## config.mk

```make
export PLATFORM = sky130hd
export DESIGN_NAME = accstk_unit
export DESIGN_NICKNAME = d
export VERILOG_FILES = /design/src/accstk_pkg.sv /design/src/accstk_stack.sv /design/src/accstk_unit.sv
export VERILOG_INCLUDE_DIRS = /design/src /design/src/src
export SDC_FILE = /design/constraint.sdc
export NUM_CORES = 1
export LEC_CHECK = 0
export ABC_AREA = 1
export BUFFER_PORTS_ARGS = -buffer_cell sky130_fd_sc_hd__buf_2
export CAP_MARGIN = 20
export CORE_MARGIN = 10
export CORE_UTILIZATION = 33
export CTS_CLUSTER_DIAMETER = 200
export CTS_CLUSTER_SIZE = 16
export DETAILED_ROUTE_END_ITERATION = 8
export HOLD_SLACK_MARGIN = 0.03
export SLEW_MARGIN = 20
export SYNTH_ARGS = -nofsm -noshare
export SYNTH_HDL_FRONTEND = slang
export SYNTH_SLANG_ARGS = --single-unit
export TNS_END_PERCENT = 50
```

## constraint.sdc

```tcl
create_clock -name i_sys_clk -period 2.5 [get_ports i_sys_clk]
set_input_delay 0.125 -clock i_sys_clk [delete_from_list [all_inputs] [get_ports i_sys_clk]]
set_output_delay 0.125 -clock i_sys_clk [all_outputs]
set_load 0.02 [all_outputs]
```

## src/accstk_consts.svh

```systemverilog
`ifndef ACCSTK_CONSTS_SVH
`define ACCSTK_CONSTS_SVH


`define ACCSTK_ACC_W        32
`define ACCSTK_WORD_W       16
`define ACCSTK_ADDR_W       16
`define ACCSTK_STACK_DEPTH  8
`define ACCSTK_OCT_DIGITS   5
`define ACCSTK_ACC_RST      32'h0000_0000
`define ACCSTK_WORD_RST     16'h0000
`define ACCSTK_ADDR_STEP    16'h0001

`endif

```

## src/accstk_pkg.sv

```systemverilog
`include "accstk_consts.svh"

package accstk_pkg;

	typedef logic [`ACCSTK_ACC_W-1:0]  accstk_acc_t;
	typedef logic [`ACCSTK_WORD_W-1:0] accstk_word_t;
	typedef logic [`ACCSTK_ADDR_W-1:0] accstk_addr_t;

	typedef enum logic [3:0]
	{
		nop_op          = 4'h0,
		load_word_op    = 4'h1,
		load_dword_op   = 4'h2,
		load_ptr_op     = 4'h3,
		load_dptr_op    = 4'h4,
		load_const_op   = 4'h5,
		load_dconst_op  = 4'h6,
		load_address_op = 4'h7,
		out_word_op     = 4'h8,
		out_dword_op    = 4'h9,
		pop_op          = 4'hA,
		result_op       = 4'hB,
		end_scan_op     = 4'hC
	} accstk_op_e;

	typedef enum logic [2:0]
	{
		st_idle   = 3'h0,
		st_ptr_rq = 3'h1,
		st_ptr_dt = 3'h3,
		st_lo_rq  = 3'h2,
		st_lo_dt  = 3'h6,
		st_hi_rq  = 3'h7,
		st_hi_dt  = 3'h5,
		st_wr_hi  = 3'h4
	} accstk_state_e;

endpackage : accstk_pkg

```

## src/accstk_stack.sv

```systemverilog
`include "accstk_consts.svh"

module accstk_stack
#(
	parameter int DEPTH = `ACCSTK_STACK_DEPTH,
	parameter int WIDTH = `ACCSTK_ACC_W
)
(
	input  wire logic                       i_sys_clk,
	input  wire logic                       i_reset_n,
	input  wire logic                       i_push,
	input  wire logic                       i_pop,
	input  wire logic [WIDTH-1:0]           i_push_data,
	output logic      [WIDTH-1:0]           o_top,
	output logic      [$clog2(DEPTH+1)-1:0] o_level
);

	localparam int CW = $clog2(DEPTH + 1);

	logic [WIDTH-1:0] entry_q [DEPTH];
	logic [CW-1:0]    count_q;

	genvar gi;
	generate
		for (gi = 0; gi < DEPTH; gi++)
		begin : g_entry
			logic [WIDTH-1:0] above;
			logic [WIDTH-1:0] below;
			if (gi == 0)
			begin : g_first
				assign above = i_push_data;
			end
			else
			begin : g_rest
				assign above = entry_q[gi-1];
			end
			if (gi == DEPTH - 1)
			begin : g_last
				assign below = '0;
			end
			else
			begin : g_inner
				assign below = entry_q[gi+1];
			end
			always_ff @(posedge i_sys_clk or negedge i_reset_n)
			begin
				if (!i_reset_n)
					entry_q[gi] <= '0;
				else if (i_push)
					entry_q[gi] <= above;
				else if (i_pop)
					entry_q[gi] <= below;
			end
		end
	endgenerate

	always_ff @(posedge i_sys_clk or negedge i_reset_n)
	begin
		if (!i_reset_n)
			count_q <= '0;
		else if (i_push && (count_q != CW'(DEPTH)))
			count_q <= count_q + CW'(1);
		else if (i_pop && (count_q != '0))
			count_q <= count_q - CW'(1);
	end

	assign o_top   = entry_q[0];
	assign o_level = count_q;

endmodule : accstk_stack

```

## src/accstk_unit.sv

```systemverilog
`include "accstk_consts.svh"

module accstk_unit
#(
	parameter int STACK_DEPTH = `ACCSTK_STACK_DEPTH,
	parameter int OCT_DIGITS  = `ACCSTK_OCT_DIGITS
)
(
	input  wire logic                          i_sys_clk,
	input  wire logic                          i_reset_n,
	input  wire logic                          i_op_valid,
	input  wire accstk_pkg::accstk_op_e        i_op_code,
	input  wire accstk_pkg::accstk_word_t      i_op_operand,
	input  wire accstk_pkg::accstk_word_t      i_op_const_hi,
	input  wire accstk_pkg::accstk_acc_t       i_op_result,
	input  wire accstk_pkg::accstk_word_t      i_mem_rdata,
	output logic                               o_busy,
	output logic                               o_done,
	output accstk_pkg::accstk_acc_t            o_acc,
	output logic                               o_zero_load_flag,
	output logic                               o_pending_push,
	output accstk_pkg::accstk_acc_t            o_stack_top,
	output logic [$clog2(STACK_DEPTH+1)-1:0]   o_stack_level,
	output accstk_pkg::accstk_addr_t           o_mem_addr,
	output logic                               o_mem_rd,
	output logic                               o_mem_wr,
	output accstk_pkg::accstk_word_t           o_mem_wdata
);

	import accstk_pkg::*;

	accstk_state_e state_q;
	accstk_state_e state_d;
	accstk_acc_t   acc_q;
	accstk_acc_t   acc_d;
	logic          zero_q;
	logic          zero_d;
	logic          pending_q;
	logic          pending_d;
	logic          double_q;
	logic          double_d;
	accstk_word_t  lo_q;
	accstk_word_t  lo_d;
	accstk_addr_t  addr_q;
	accstk_addr_t  addr_d;
	logic          rd_q;
	logic          rd_d;
	logic          wr_q;
	logic          wr_d;
	accstk_word_t  wdata_q;
	accstk_word_t  wdata_d;
	logic          busy_q;
	logic          done_q;
	logic          done_d;

	wire logic                idle;
	wire logic                accept;
	wire logic                is_mem_load;
	wire logic                is_ptr_load;
	wire logic                is_dbl_load;
	wire logic                is_imm_load;
	wire logic                is_out;
	wire logic                imm_load;
	wire logic                mem_lo_done;
	wire logic                mem_hi_done;
	wire logic                load_commit;
	wire logic                do_push;
	wire logic                do_pop;
	wire logic                do_result;
	wire logic                do_end_scan;
	wire logic                do_out;
	wire logic [4*OCT_DIGITS-1:0] oct_digits;
	wire logic [3*OCT_DIGITS-1:0] addr_bin;
	wire accstk_acc_t         imm_value;
	wire accstk_acc_t         mem_value;
	wire accstk_acc_t         load_value;
	wire accstk_acc_t         stack_top;
	wire logic [$clog2(STACK_DEPTH+1)-1:0] stack_level;
	wire accstk_addr_t        next_addr;

	assign idle   = (state_q == st_idle);
	assign accept = i_op_valid && idle;

	assign is_mem_load = (i_op_code == load_word_op) || (i_op_code == load_dword_op) ||
		(i_op_code == load_ptr_op) || (i_op_code == load_dptr_op);
	assign is_ptr_load = (i_op_code == load_ptr_op) || (i_op_code == load_dptr_op);
	assign is_dbl_load = (i_op_code == load_dword_op) || (i_op_code == load_dptr_op);
	assign is_imm_load = (i_op_code == load_const_op) || (i_op_code == load_dconst_op) ||
		(i_op_code == load_address_op);
	assign is_out      = (i_op_code == out_word_op) || (i_op_code == out_dword_op);

	assign imm_load    = accept && is_imm_load;
	assign mem_lo_done = (state_q == st_lo_dt) && !double_q;
	assign mem_hi_done = (state_q == st_hi_dt);
	assign load_commit = imm_load || mem_lo_done || mem_hi_done;

	assign do_push     = load_commit && pending_q;
	assign do_pop      = accept && (i_op_code == pop_op);
	assign do_result   = accept && (i_op_code == result_op);
	assign do_end_scan = accept && (i_op_code == end_scan_op);
	assign do_out      = accept && is_out;

	assign oct_digits = (4*OCT_DIGITS)'({i_op_const_hi, i_op_operand});

	genvar gd;
	generate
		for (gd = 0; gd < OCT_DIGITS; gd++)
		begin : g_oct
			assign addr_bin[3*gd+2:3*gd] = oct_digits[4*gd+2:4*gd];
		end
	endgenerate

	assign imm_value =
		(i_op_code == load_dconst_op)  ? {i_op_const_hi, i_op_operand} :
		(i_op_code == load_address_op) ? accstk_acc_t'(addr_bin) :
		{`ACCSTK_WORD_RST, i_op_operand};

	assign mem_value = mem_hi_done ? {i_mem_rdata, lo_q} :
		{`ACCSTK_WORD_RST, i_mem_rdata};

	assign load_value = imm_load ? imm_value : mem_value;
	assign next_addr  = addr_q + `ACCSTK_ADDR_STEP;

	accstk_stack
	#(
		.DEPTH (STACK_DEPTH),
		.WIDTH (`ACCSTK_ACC_W)
	)
	u_stack
	(
		.i_sys_clk   (i_sys_clk),
		.i_reset_n   (i_reset_n),
		.i_push      (do_push),
		.i_pop       (do_pop),
		.i_push_data (acc_q),
		.o_top       (stack_top),
		.o_level     (stack_level)
	);

	always_comb
	begin
		acc_d = acc_q;
		if (do_end_scan)
			acc_d = `ACCSTK_ACC_RST;
		else if (do_pop)
			acc_d = stack_top;
		else if (do_result)
			acc_d = i_op_result;
		else if (load_commit)
			acc_d = load_value;
	end

	always_comb
	begin
		zero_d = zero_q;
		if (load_commit)
			zero_d = (load_value == `ACCSTK_ACC_RST);
		else if (do_pop)
			zero_d = (stack_top == `ACCSTK_ACC_RST);
	end

	always_comb
	begin
		pending_d = pending_q;
		if (do_end_scan)
			pending_d = 1'b0;
		else if (do_out)
			pending_d = 1'b0;
		else if (load_commit)
			pending_d = 1'b1;
	end

	always_comb
	begin
		state_d  = state_q;
		double_d = double_q;
		lo_d     = lo_q;
		addr_d   = addr_q;
		rd_d     = 1'b0;
		wr_d     = 1'b0;
		wdata_d  = wdata_q;
		done_d   = 1'b0;
		case (state_q)
			st_idle:
			begin
				if (accept && is_mem_load)
				begin
					addr_d   = i_op_operand;
					rd_d     = 1'b1;
					double_d = is_dbl_load;
					state_d  = is_ptr_load ? st_ptr_rq : st_lo_rq;
				end
				else if (accept && is_out)
				begin
					addr_d  = i_op_operand;
					wr_d    = 1'b1;
					wdata_d = acc_q[`ACCSTK_WORD_W-1:0];
					if (i_op_code == out_dword_op)
						state_d = st_wr_hi;
					else
						done_d = 1'b1;
				end
				else if (accept && (i_op_code != nop_op))
					done_d = 1'b1;
			end
			st_ptr_rq:
				state_d = st_ptr_dt;
			st_ptr_dt:
			begin
				addr_d  = i_mem_rdata;
				rd_d    = 1'b1;
				state_d = st_lo_rq;
			end
			st_lo_rq:
				state_d = st_lo_dt;
			st_lo_dt:
			begin
				lo_d = i_mem_rdata;
				if (double_q)
				begin
					addr_d  = next_addr;
					rd_d    = 1'b1;
					state_d = st_hi_rq;
				end
				else
				begin
					done_d  = 1'b1;
					state_d = st_idle;
				end
			end
			st_hi_rq:
				state_d = st_hi_dt;
			st_hi_dt:
			begin
				done_d  = 1'b1;
				state_d = st_idle;
			end
			st_wr_hi:
			begin
				addr_d  = next_addr;
				wr_d    = 1'b1;
				wdata_d = acc_q[`ACCSTK_ACC_W-1:`ACCSTK_WORD_W];
				done_d  = 1'b1;
				state_d = st_idle;
			end
			default:
				state_d = st_idle;
		endcase
	end

	always_ff @(posedge i_sys_clk or negedge i_reset_n)
	begin
		if (!i_reset_n)
		begin
			acc_q     <= `ACCSTK_ACC_RST;
			zero_q    <= 1'b0;
			pending_q <= 1'b0;
		end
		else
		begin
			acc_q     <= acc_d;
			zero_q    <= zero_d;
			pending_q <= pending_d;
		end
	end

	always_ff @(posedge i_sys_clk or negedge i_reset_n)
	begin
		if (!i_reset_n)
		begin
			state_q  <= st_idle;
			double_q <= 1'b0;
			lo_q     <= `ACCSTK_WORD_RST;
			busy_q   <= 1'b0;
			done_q   <= 1'b0;
		end
		else
		begin
			state_q  <= state_d;
			double_q <= double_d;
			lo_q     <= lo_d;
			busy_q   <= (state_d != st_idle);
			done_q   <= done_d;
		end
	end

	always_ff @(posedge i_sys_clk or negedge i_reset_n)
	begin
		if (!i_reset_n)
		begin
			addr_q  <= `ACCSTK_WORD_RST;
			rd_q    <= 1'b0;
			wr_q    <= 1'b0;
			wdata_q <= `ACCSTK_WORD_RST;
		end
		else
		begin
			addr_q  <= addr_d;
			rd_q    <= rd_d;
			wr_q    <= wr_d;
			wdata_q <= wdata_d;
		end
	end

	assign o_busy           = busy_q;
	assign o_done           = done_q;
	assign o_acc            = acc_q;
	assign o_zero_load_flag = zero_q;
	assign o_pending_push   = pending_q;
	assign o_stack_top      = stack_top;
	assign o_stack_level    = stack_level;
	assign o_mem_addr       = addr_q;
	assign o_mem_rd         = rd_q;
	assign o_mem_wr         = wr_q;
	assign o_mem_wdata      = wdata_q;

endmodule : accstk_unit

```

==> results of run 1 <==
[worst reg2reg max path, stage by stage, from the launching register on]
cell	delay (ps)
dfrtp_2	460
inv_4	110
nor2_4	40
nand2_2	90
nor2_4	50
nor2_4	110
nand2_4	90
nand2_8	110
buf_16	320
nand2_8	190
inv_4	120
buf_16	280
nand2_1	170
o21ai_1	120
[worst min path at each step]
stage / from / endpoint / slack [ps] / cells after the start
2_1_floorplan: i_reset_n / double_q / -170 / 0
3_3_place_gp: i_reset_n / u_stack.g_entry[1].below[28] / 30 / 1
3_5_place_dp: i_reset_n / u_stack.g_entry[2].below[28] / 30 / 1
4_1_cts: i_reset_n / u_stack.g_entry[2].below[28] / 30 / 2
5_1_grt: i_reset_n / u_stack.g_entry[1].below[29] / 60 / 2
6_report: i_reset_n / u_stack.g_entry[1].below[29] / 40 / 2
[per-stage QoR]
stage / std cells / hold slack (ps)
final: 2896 / 42.9
after global routing: 2896 / 63.4
after CTS: 2895 / 30.3
after floorplan: 2013 / -171
after detailed placement: 2814 / 25.4
after global placement: 2814 / 28.8
[synth_stat cells, drive strengths merged]
master   instances
a31oi           16
o21bai           1
a22oi            2
nor2            94
xor2             3
a21oi           54
dfrtp          350
nand4           16
clkbuf          48
o311ai          23
ha               3
inv            257
nand3b           2
o221ai         130
o21ai          142
o211ai          46
a211oi           1
buf             87
or2              1
o2111ai         16
nand3          182
o22ai           32
a21o             1
a41oi            1
nor3             8
nor4             2
nand2          493
fa               1
or3              1
[timing repair]
action / CTS / global route
resized for setup: 2 / 11
gates cloned: 0 / 1
buffers inserted: 0 / 0
hold buffers: 54 / 0
hold endpoints to repair: 399 / 0
setup endpoints to repair: 9 / 124
[state kept, by name (all words and copies together), names as in the netlist, 3 cells and up]
name,flops
u_stack.o_top,32
o_mem_wdata,16
o_mem_addr,16
u_stack.o_level,4
u_stack.g_entry.below,224
lo_q,16
o_acc,32
state_q,3
[power groups by stage]
stage	combinational [W]	sequential, W	clock (W)
6_report	0.0117	0.00995	0.00379
3_3_place_gp	0.0112	0.00992	0
5_1_grt	0.0130	0.0102	0.00408
4_1_cts	0.0117	0.00990	0.00389
2_1_floorplan	0.00723	0.0103	0
3_5_place_dp	0.0115	0.00999	0
[metal layers]
layer  GRT usage (%)  vias to the layer above  wire, um
met2            29.0                      465     27700
met1            24.4                     7852     25700
met5               0                        -         0
met3            3.13                       76      3860
met4            5.11                        0      1650
li1                -                     7262         -
[layout make-up]
| class | instances | area share [%] |
|---|---|---|
| Clock buffer | 26 | 3.12 |
| Clock inverter | 1 | 0.0428 |
| Inverter | 257 | 4.75 |
| Multi-Input combinational cell | 1271 | 34.5 |
| Sequential cell | 350 | 42.8 |
| Tap cell | 688 | 4.20 |
| Timing Repair Buffer | 303 | 10.6 |
[cell families (layout without fill, tap and decap cells)]
group	Yosys count	in the layout	synth area share [%]
buffers and inverters	392	587	9.63
AO/OA/AOI/OAI	465	465	20.1
XOR/XNOR	3	3	0.150
flip-flops	350	350	50.1
adder cells (fa/ha/maj)	4	4	0.329
AND/OR/NAND/NOR	799	799	19.6
==> summary.md, run 1 <==
| Metric | Value |
|---|---|
| Status | `completed` |
| Setup WS post-layout | `114 ps` |
| Syn avg cell area | `8.68 um^2` |
| DIE HEIGHT | `250 um` |
| Largest net degree at the start of global routing | `209` |
| Switching power | `0.0117 W` |
| DP HPWL | `40.5 mm` |
| Row Count | `84` |
| Vias in the first global route | `15609` |
| Crit. End Element | `register` |
| Buf+Inv Stages, Crit Path | `4` |
| Core ar. | `0.0524 mm^2` |
| Later-pin clock latency in the skew report | `570 ps` |
| Startpoint types | `register` |
| Cell taking the most area after synthesis | `dfrtp_1` |
| TNS Setup | `0 ps` |
| Cell Int Power | `0.0138 W` |
| Worst-path cell chain | `inv_4, nor2_4, nand2_2, nor2_4, nor2_4, nand2_4, nand2_8, buf_16, nand2_8, inv_4, buf_16, nand2_1, o21ai_1` |
| Clock-pin slew on the worst setup and hold paths | `90 ps` |
| # clock sinks | `350` |
| Routed Antenna Nets | `0` |
| CTS buffer count | `25` |
| Delay-heaviest family, CP | `buffers and inverters` |
| Vias per inst | `5.41` |
| Number of diodes | `0` |
| Fin nets | `2299` |
| Most frequent cells in the layout | `nand2_1 (487), dfrtp_1 (347), inv_1 (243)` |
| Most used cell, CP | `nor2_4` |
| Post-Syn Area | `0.0175 mm^2` |
| Worst rel slew slack | `27.6%` |
| Netlist cell types | `46` |
| Ports | `193` |
| Reg2Reg Depth | `13` |
| Initial antenna violation count | `0` |
| Setup violators final | `0` |
| Most common cell after layout, fill and taps aside | `nand2_1` |
| Yosys top cell area share | `50.1%` |
| Die Wd | `250 um` |
| Multi-input logic area | `0.00707 mm^2` |
| Crit path from | `state_q[2]` |
| RSZ-0062 raised after global routing | `true` |
| Worst-path maximum fanout | `92` |
| Number of port buffers | `192` |
| CTS tree | `built` |
| Starting Density | `33.3%` |
| YS warnings | `0` |
| Critical-path top delay cell | `dfrtp_2` |
| Logic gate share of total power | `46.1%` |
| Via Count | `15655` |
| First-pass GRT wire length | `91.4 mm` |
| Fin util | `39.1%` |
| Final period utilization | `95.4%` |
| Syn Inst Count | `2013` |
| Critical Path Stages | `13` |
| Sw Share | `45.7%` |
| Slowest cell delay on critical path | `460 ps` |
| Synth top area cells | `dfrtp_1 (50%), nand2_1 (10%), inv_1 (5.2%)` |
| Die Area | `0.0625 mm^2` |
| Design Power | `0.0255 W` |
| Kind of critical path | `reg2reg` |
| GRT overflow | `0` |
| Clock skew | `24.9 ps` |
| Area delta synth->final | `17.2%` |
| R2r endpoint | `u_stack.g_entry[6].below[6]` |
| Dpl cell area | `0.0192 mm^2` |
| CP required | `2950 ps` |
| Final Hold Viols | `0` |
| Worst min path class | `in2async` |
| Post-synthesis sequential area ratio | `50.1%` |
| Seq pwr share | `39.0%` |
| H-tree depth | `1` |
| Bufs on Longest Clock Path | `3` |
| Post-Syn Nets | `2104` |
| DRT iter0 DRCs | `1400` |
| R2R setup slack | `110 ps` |
| Post-place setup slack | `6.89 ps` |
| VDD IR max | `0.783 mV` |
| Layout Cell Area excl Fill | `0.0205 mm^2` |
| Drc violations | `0` |
| Tmin final | `2390 ps` |
| Root Driver | `clkbuf_16` |
| LEAKAGE | `9.37 nW` |
| WP data arrival | `2840 ps` |
| DR WL/cell | `20.3 um` |
| Clock network fraction of total power | `14.9%` |
| Register area | `0.00876 mm^2` |
| PD cells | `1240 mW/mm^2` |
| Worst Max-Slew Pin Slew | `1090 ps` |
| Synth Register Bits | `350` |
| Slew Limit Fails | `0` |
| All-Layer GR Usage | `18.0%` |
| Layout cell share with drive strength beyond 1 | `17.0%` |
| RR Startpoint | `state_q[2]` |
| Max-cap viol count | `0` |
| Routability-driven placement congestion ratio | `0.966` |
| Total length of routed wires | `58.9 mm` |
| Fill cell count | `5287` |
| Max Clk Rate | `419 MHz` |
| DRT Pass-1 Iters | `5` |
| CP endpoint | `u_stack.g_entry[6].below[6]` |
(Power assumes the default switching activity.)
==> run 2: changes to the inputs <==
--- a/config.mk
+++ b/config.mk
@@ -6,11 +6,11 @@
 export SDC_FILE = /design/constraint.sdc
 export NUM_CORES = 1
 export LEC_CHECK = 0
-export ABC_AREA = 1
+export ABC_AREA = 0
 export BUFFER_PORTS_ARGS = -buffer_cell sky130_fd_sc_hd__buf_2
 export CAP_MARGIN = 20
 export CORE_MARGIN = 10
-export CORE_UTILIZATION = 33
+export CORE_UTILIZATION = 41
 export CTS_CLUSTER_DIAMETER = 200
 export CTS_CLUSTER_SIZE = 16
 export DETAILED_ROUTE_END_ITERATION = 8
==> run 2 against run 1 <==
  * The flow now finishes with violations (setup timing)
  * Via count up 0.34%
  * Die area down 20%
  * Cell count down 5.0%
  * Non-clock buffer count up 55
  * Register-to-register slack worse by 270 ps
  * Maximum frequency down 10%
  * Total power down 2.5%
==> summary.md, run 2 <==
| Metric | Value |
|---|---|
| Status | `finished with violations` |
| Failing checks | `setup timing` |
| RSZ-0062 raised after global routing | `true` |
| DRT iter0 DRCs | `1726 (+23%)` |
| Reg2Reg Depth | `8 (-5)` |
| CTS buffer count | `25 (unchanged)` |
| DRT Pass-1 Iters | `7 (+2)` |
| Post-Syn Area | `0.0170 mm^2 (-2.5%)` |
| Max Clk Rate | `377 MHz (-10%)` |
| Tmin final | `2650 ps (+266 ps)` |
| All-Layer GR Usage | `21.3% (+3.2 points)` |
| DIE HEIGHT | `224 um (-10%)` |
| Complex-gate fraction of the synthesized area | `16.2% (-3.9 points)` |
| Post-synthesis simple-gate area fraction | `23.9% (+4.2 points)` |
| LEAKAGE | `9.59 nW (+2.3%)` |
| Starting Density | `41.6% (+8.3 points)` |
| GRT overflow | `0 (unchanged)` |
| Slowest cell delay on critical path | `540 ps (+80 ps)` |
| Setup violators final | `1 (+1)` |
| Setup WS post-layout | `-151 ps (-266 ps)` |
| Routed Antenna Nets | `0 (unchanged)` |
| VDD IR max | `0.424 mV (-46%)` |
| Most frequent cells in the layout | `nand2_1 (594), dfrtp_1 (350), nor2_1 (246)` |
| Largest family of logic cells by synthesized area | `simple AND/OR/NAND/NOR gates` |
| Root Driver | `clkbuf_16` |
| Initial antenna violation count | `0 (unchanged)` |
| Via Count | `15709 (+0.34%)` |
| EDFF count, synth | `0 (unchanged)` |
| Mux cell area share after synthesis | `3.85% (+3.8 points)` |
| Core ar. | `0.0409 mm^2 (-22%)` |
| Fin nets | `2310 (+0.48%)` |
| # clock sinks | `350 (unchanged)` |
| Synth top area cells | `dfrtp_1 (51%), nand2_1 (13%), a31oi_1 (8.3%)` |
| Buf+Inv Stages, Crit Path | `1 (-3)` |
| Most common cell after layout, fill and taps aside | `nand2_1` |
| Area delta synth->final | `21.1%` |
| Number of port buffers | `192 (unchanged)` |
| Synth async-reset ratio | `100% (unchanged)` |
| R2r endpoint | `u_stack.o_level[3]` |
| Delay-heaviest family, CP | `simple AND/OR/NAND/NOR gates` |
| Largest net degree at the start of global routing | `81 (-61%)` |
| Layout Cell Area excl Fill | `0.0206 mm^2 (+0.78%)` |
| YS warnings | `0 (unchanged)` |
| Yosys top cell area share | `51.4% (+1.3 points)` |
| Later-pin clock latency in the skew report | `560 ps (about the same)` |
| Max-cap viol count | `0 (unchanged)` |
| Synth Area in XOR/XNOR | `0.206% (+0.055 points)` |
| Die Area | `0.0501 mm^2 (-20%)` |
| Ports | `193 (unchanged)` |
| Crit path from | `state_q[0]` |
| Worst Max-Slew Pin Slew | `992 ps (-94.5 ps)` |
| Post-Syn Nets | `2083 (-1.0%)` |
| Adder-cell share of the synthesized area | `0.338% (+0.0083 points)` |
| Synth Register Bits | `350 (unchanged)` |
| Startpoint types | `register` |
| R2R setup slack | `-150 ps (-270 ps)` |
| Dominant synthesized flop cell | `dfrtp_1` |
| WHS | `66.5 ps (+23.5 ps)` |
| Post-synthesis sequential area ratio | `51.4% (+1.3 points)` |
| Clock-pin slew on the worst setup and hold paths | `80 ps (about the same)` |
| CP required | `2920 ps (-30 ps)` |
| Dpl cell area | `0.0191 mm^2 (-0.38%)` |
| Most common cell in the netlist | `nand2_1` |
| Layout cell share with drive strength beyond 1 | `16.0% (-1.1 points)` |
| CTS tree | `built` |
| Die Wd | `224 um (-10%)` |
| Bufs on Longest Clock Path | `3 (unchanged)` |
| Vias in the first global route | `14682 (-5.9%)` |
| Cell taking the most area after synthesis | `dfrtp_1` |
| Max reg flops | `224 (unchanged)` |
| Number of diodes | `0 (unchanged)` |
| Total length of routed wires | `56.2 mm (-4.7%)` |
| H-tree depth | `1 (unchanged)` |
| Final period utilization | `106% (+11 points)` |
| Vias per inst | `5.71 (+5.6%)` |
| DR WL/cell | `20.4 um (+0.33%)` |
| Slew Limit Fails | `0 (unchanged)` |
| Kind of critical path | `reg2reg` |
| Crit. End Element | `register` |
| Drc violations | `0 (unchanged)` |
| WP data arrival | `3080 ps (+240 ps)` |
| DP HPWL | `38.6 mm (-4.7%)` |
| Syn avg cell area | `8.55 um^2 (-1.4%)` |
| First-pass GRT wire length | `87.5 mm (-4.3%)` |
| Row Count | `74 (-12%)` |
| Clock skew | `11.2 ps (-13.7 ps)` |
| CP endpoint | `u_stack.o_level[3]` |
| Critical-path top delay cell | `or4b_4` |
| Critical Path Stages | `8 (-5)` |
| Worst min path class | `in2reg` |
| Routability-driven placement congestion ratio | `0.924 (-4.4%)` |
| Syn Inst Count | `1992 (-1.0%)` |
| Netlist cell types | `58 (+26%)` |
| Worst rel slew slack | `33.6% (+6.1 points)` |
| RR Startpoint | `state_q[0]` |
| Worst-path cell chain | `or4b_4, or3_4, a21oi_4, inv_2, ha_4, a21o_1, a21oi_2, mux4_2` |
| Design Power | `0.0248 W (-2.5%)` |
| Final Hold Viols | `0 (unchanged)` |
| PD cells | `1200 mW/mm^2 (-3.3%)` |
| Commonest cells in the netlist | `nand2_1 (594), dfrtp_1 (350), nor2_1 (247), a31oi_1 (226), clkbuf_1 (110)` |
| Worst-path maximum fanout | `3 (-97%)` |
[run 2: changes by cell type after synthesis, sizes merged, moves of 39 or more]
| cell | before | now |
|---|---|---|
| a31oi | 16 | 226 |
| buf | 87 | 48 |
| clkbuf | 48 | 110 |
| inv | 257 | 15 |
| mux2i | 0 | 43 |
| nand2 | 493 | 594 |
| nand3 | 182 | 40 |
| nor2 | 94 | 247 |
| o211ai | 46 | 0 |
| o21ai | 142 | 41 |
| o221ai | 130 | 10 |
[run 2: what timing repair did]
action,in CTS,in global routing
resized for setup,3,7
cloned,0,2
hold buffers,74,0
pin swaps,2,1
setup endpoints to repair,4,87
hold endpoints to repair,136,0
setup buffers,0,1
[run 2: cells by family (layout without fill, tap and decap cells)]
kind of cell | Yosys count | count (layout)
AOI/OAI and AO/OA | 411 | 411
xor gates and xnor gates | 4 | 4
adders and majority gates | 4 | 4
buffers and inverters | 173 | 400
DFF | 350 | 350
muxes | 62 | 62
and+or+nand+nor | 988 | 988
[run 2: worst register-to-register path, cell delays in order (launching register included)]
cell and delay (ps):
dfrtp_1 390, or4b_4 540, or3_4 360, a21oi_4 150
inv_2 70, ha_4 210, a21o_1 160, a21oi_2 150
mux4_2 510
[run 2: worst min-delay path by stage]
stage / startpoint / end / slack (ps) / depth (start not counted)
floorplan: i_reset_n / double_q / -170 / 0
global placement: i_reset_n / o_acc[24] / 180 / 1
detailed placement: i_reset_n / o_acc[24] / 180 / 1
CTS: i_op_operand[11] / o_mem_addr[11] / 30 / 5
global route: i_op_const_hi[1] / o_acc[17] / 50 / 4
finish: i_op_operand[11] / o_mem_addr[11] / 70 / 5
[run 2: layer usage]
layer / track usage (%) / wire, um
met1: 30.4 / 26000
met2: 32.1 / 24500
met3: 4.27 / 4190
met4: 5.93 / 1500
met5: 0 / 0
[run 2: layout make-up]
cell class | count | area, um^2
clock buffer | 26 | 639
clock inverter | 1 | 20.0
fill | 3790 | 20300
inverter | 15 | 56.3
multi-input combinational | 1469 | 7680
sequential | 350 | 8760
tap | 532 | 666
timing repair buffer | 358 | 2820
[run 2: metrics by stage]
step	TNS, ps	setup slack [ps]	util [%]	cells
2_1_floorplan	-304	-291	-	1992
3_3_place_gp	-183	-160	46.8	2647
3_5_place_dp	-231	-171	46.8	2647
4_1_cts	-168	-156	50.2	2748
5_1_grt	-621	-234	50.4	2751
6_report	-151	-151	50.4	2751
[run 2: power by group]
part           internal, W  leakage, nW  switching (W)
Sequential         0.00851         4.08        0.00291
Combinational      0.00407         5.18        0.00555
Clock              0.00182        0.325        0.00198
Total               0.0144         9.59         0.0104
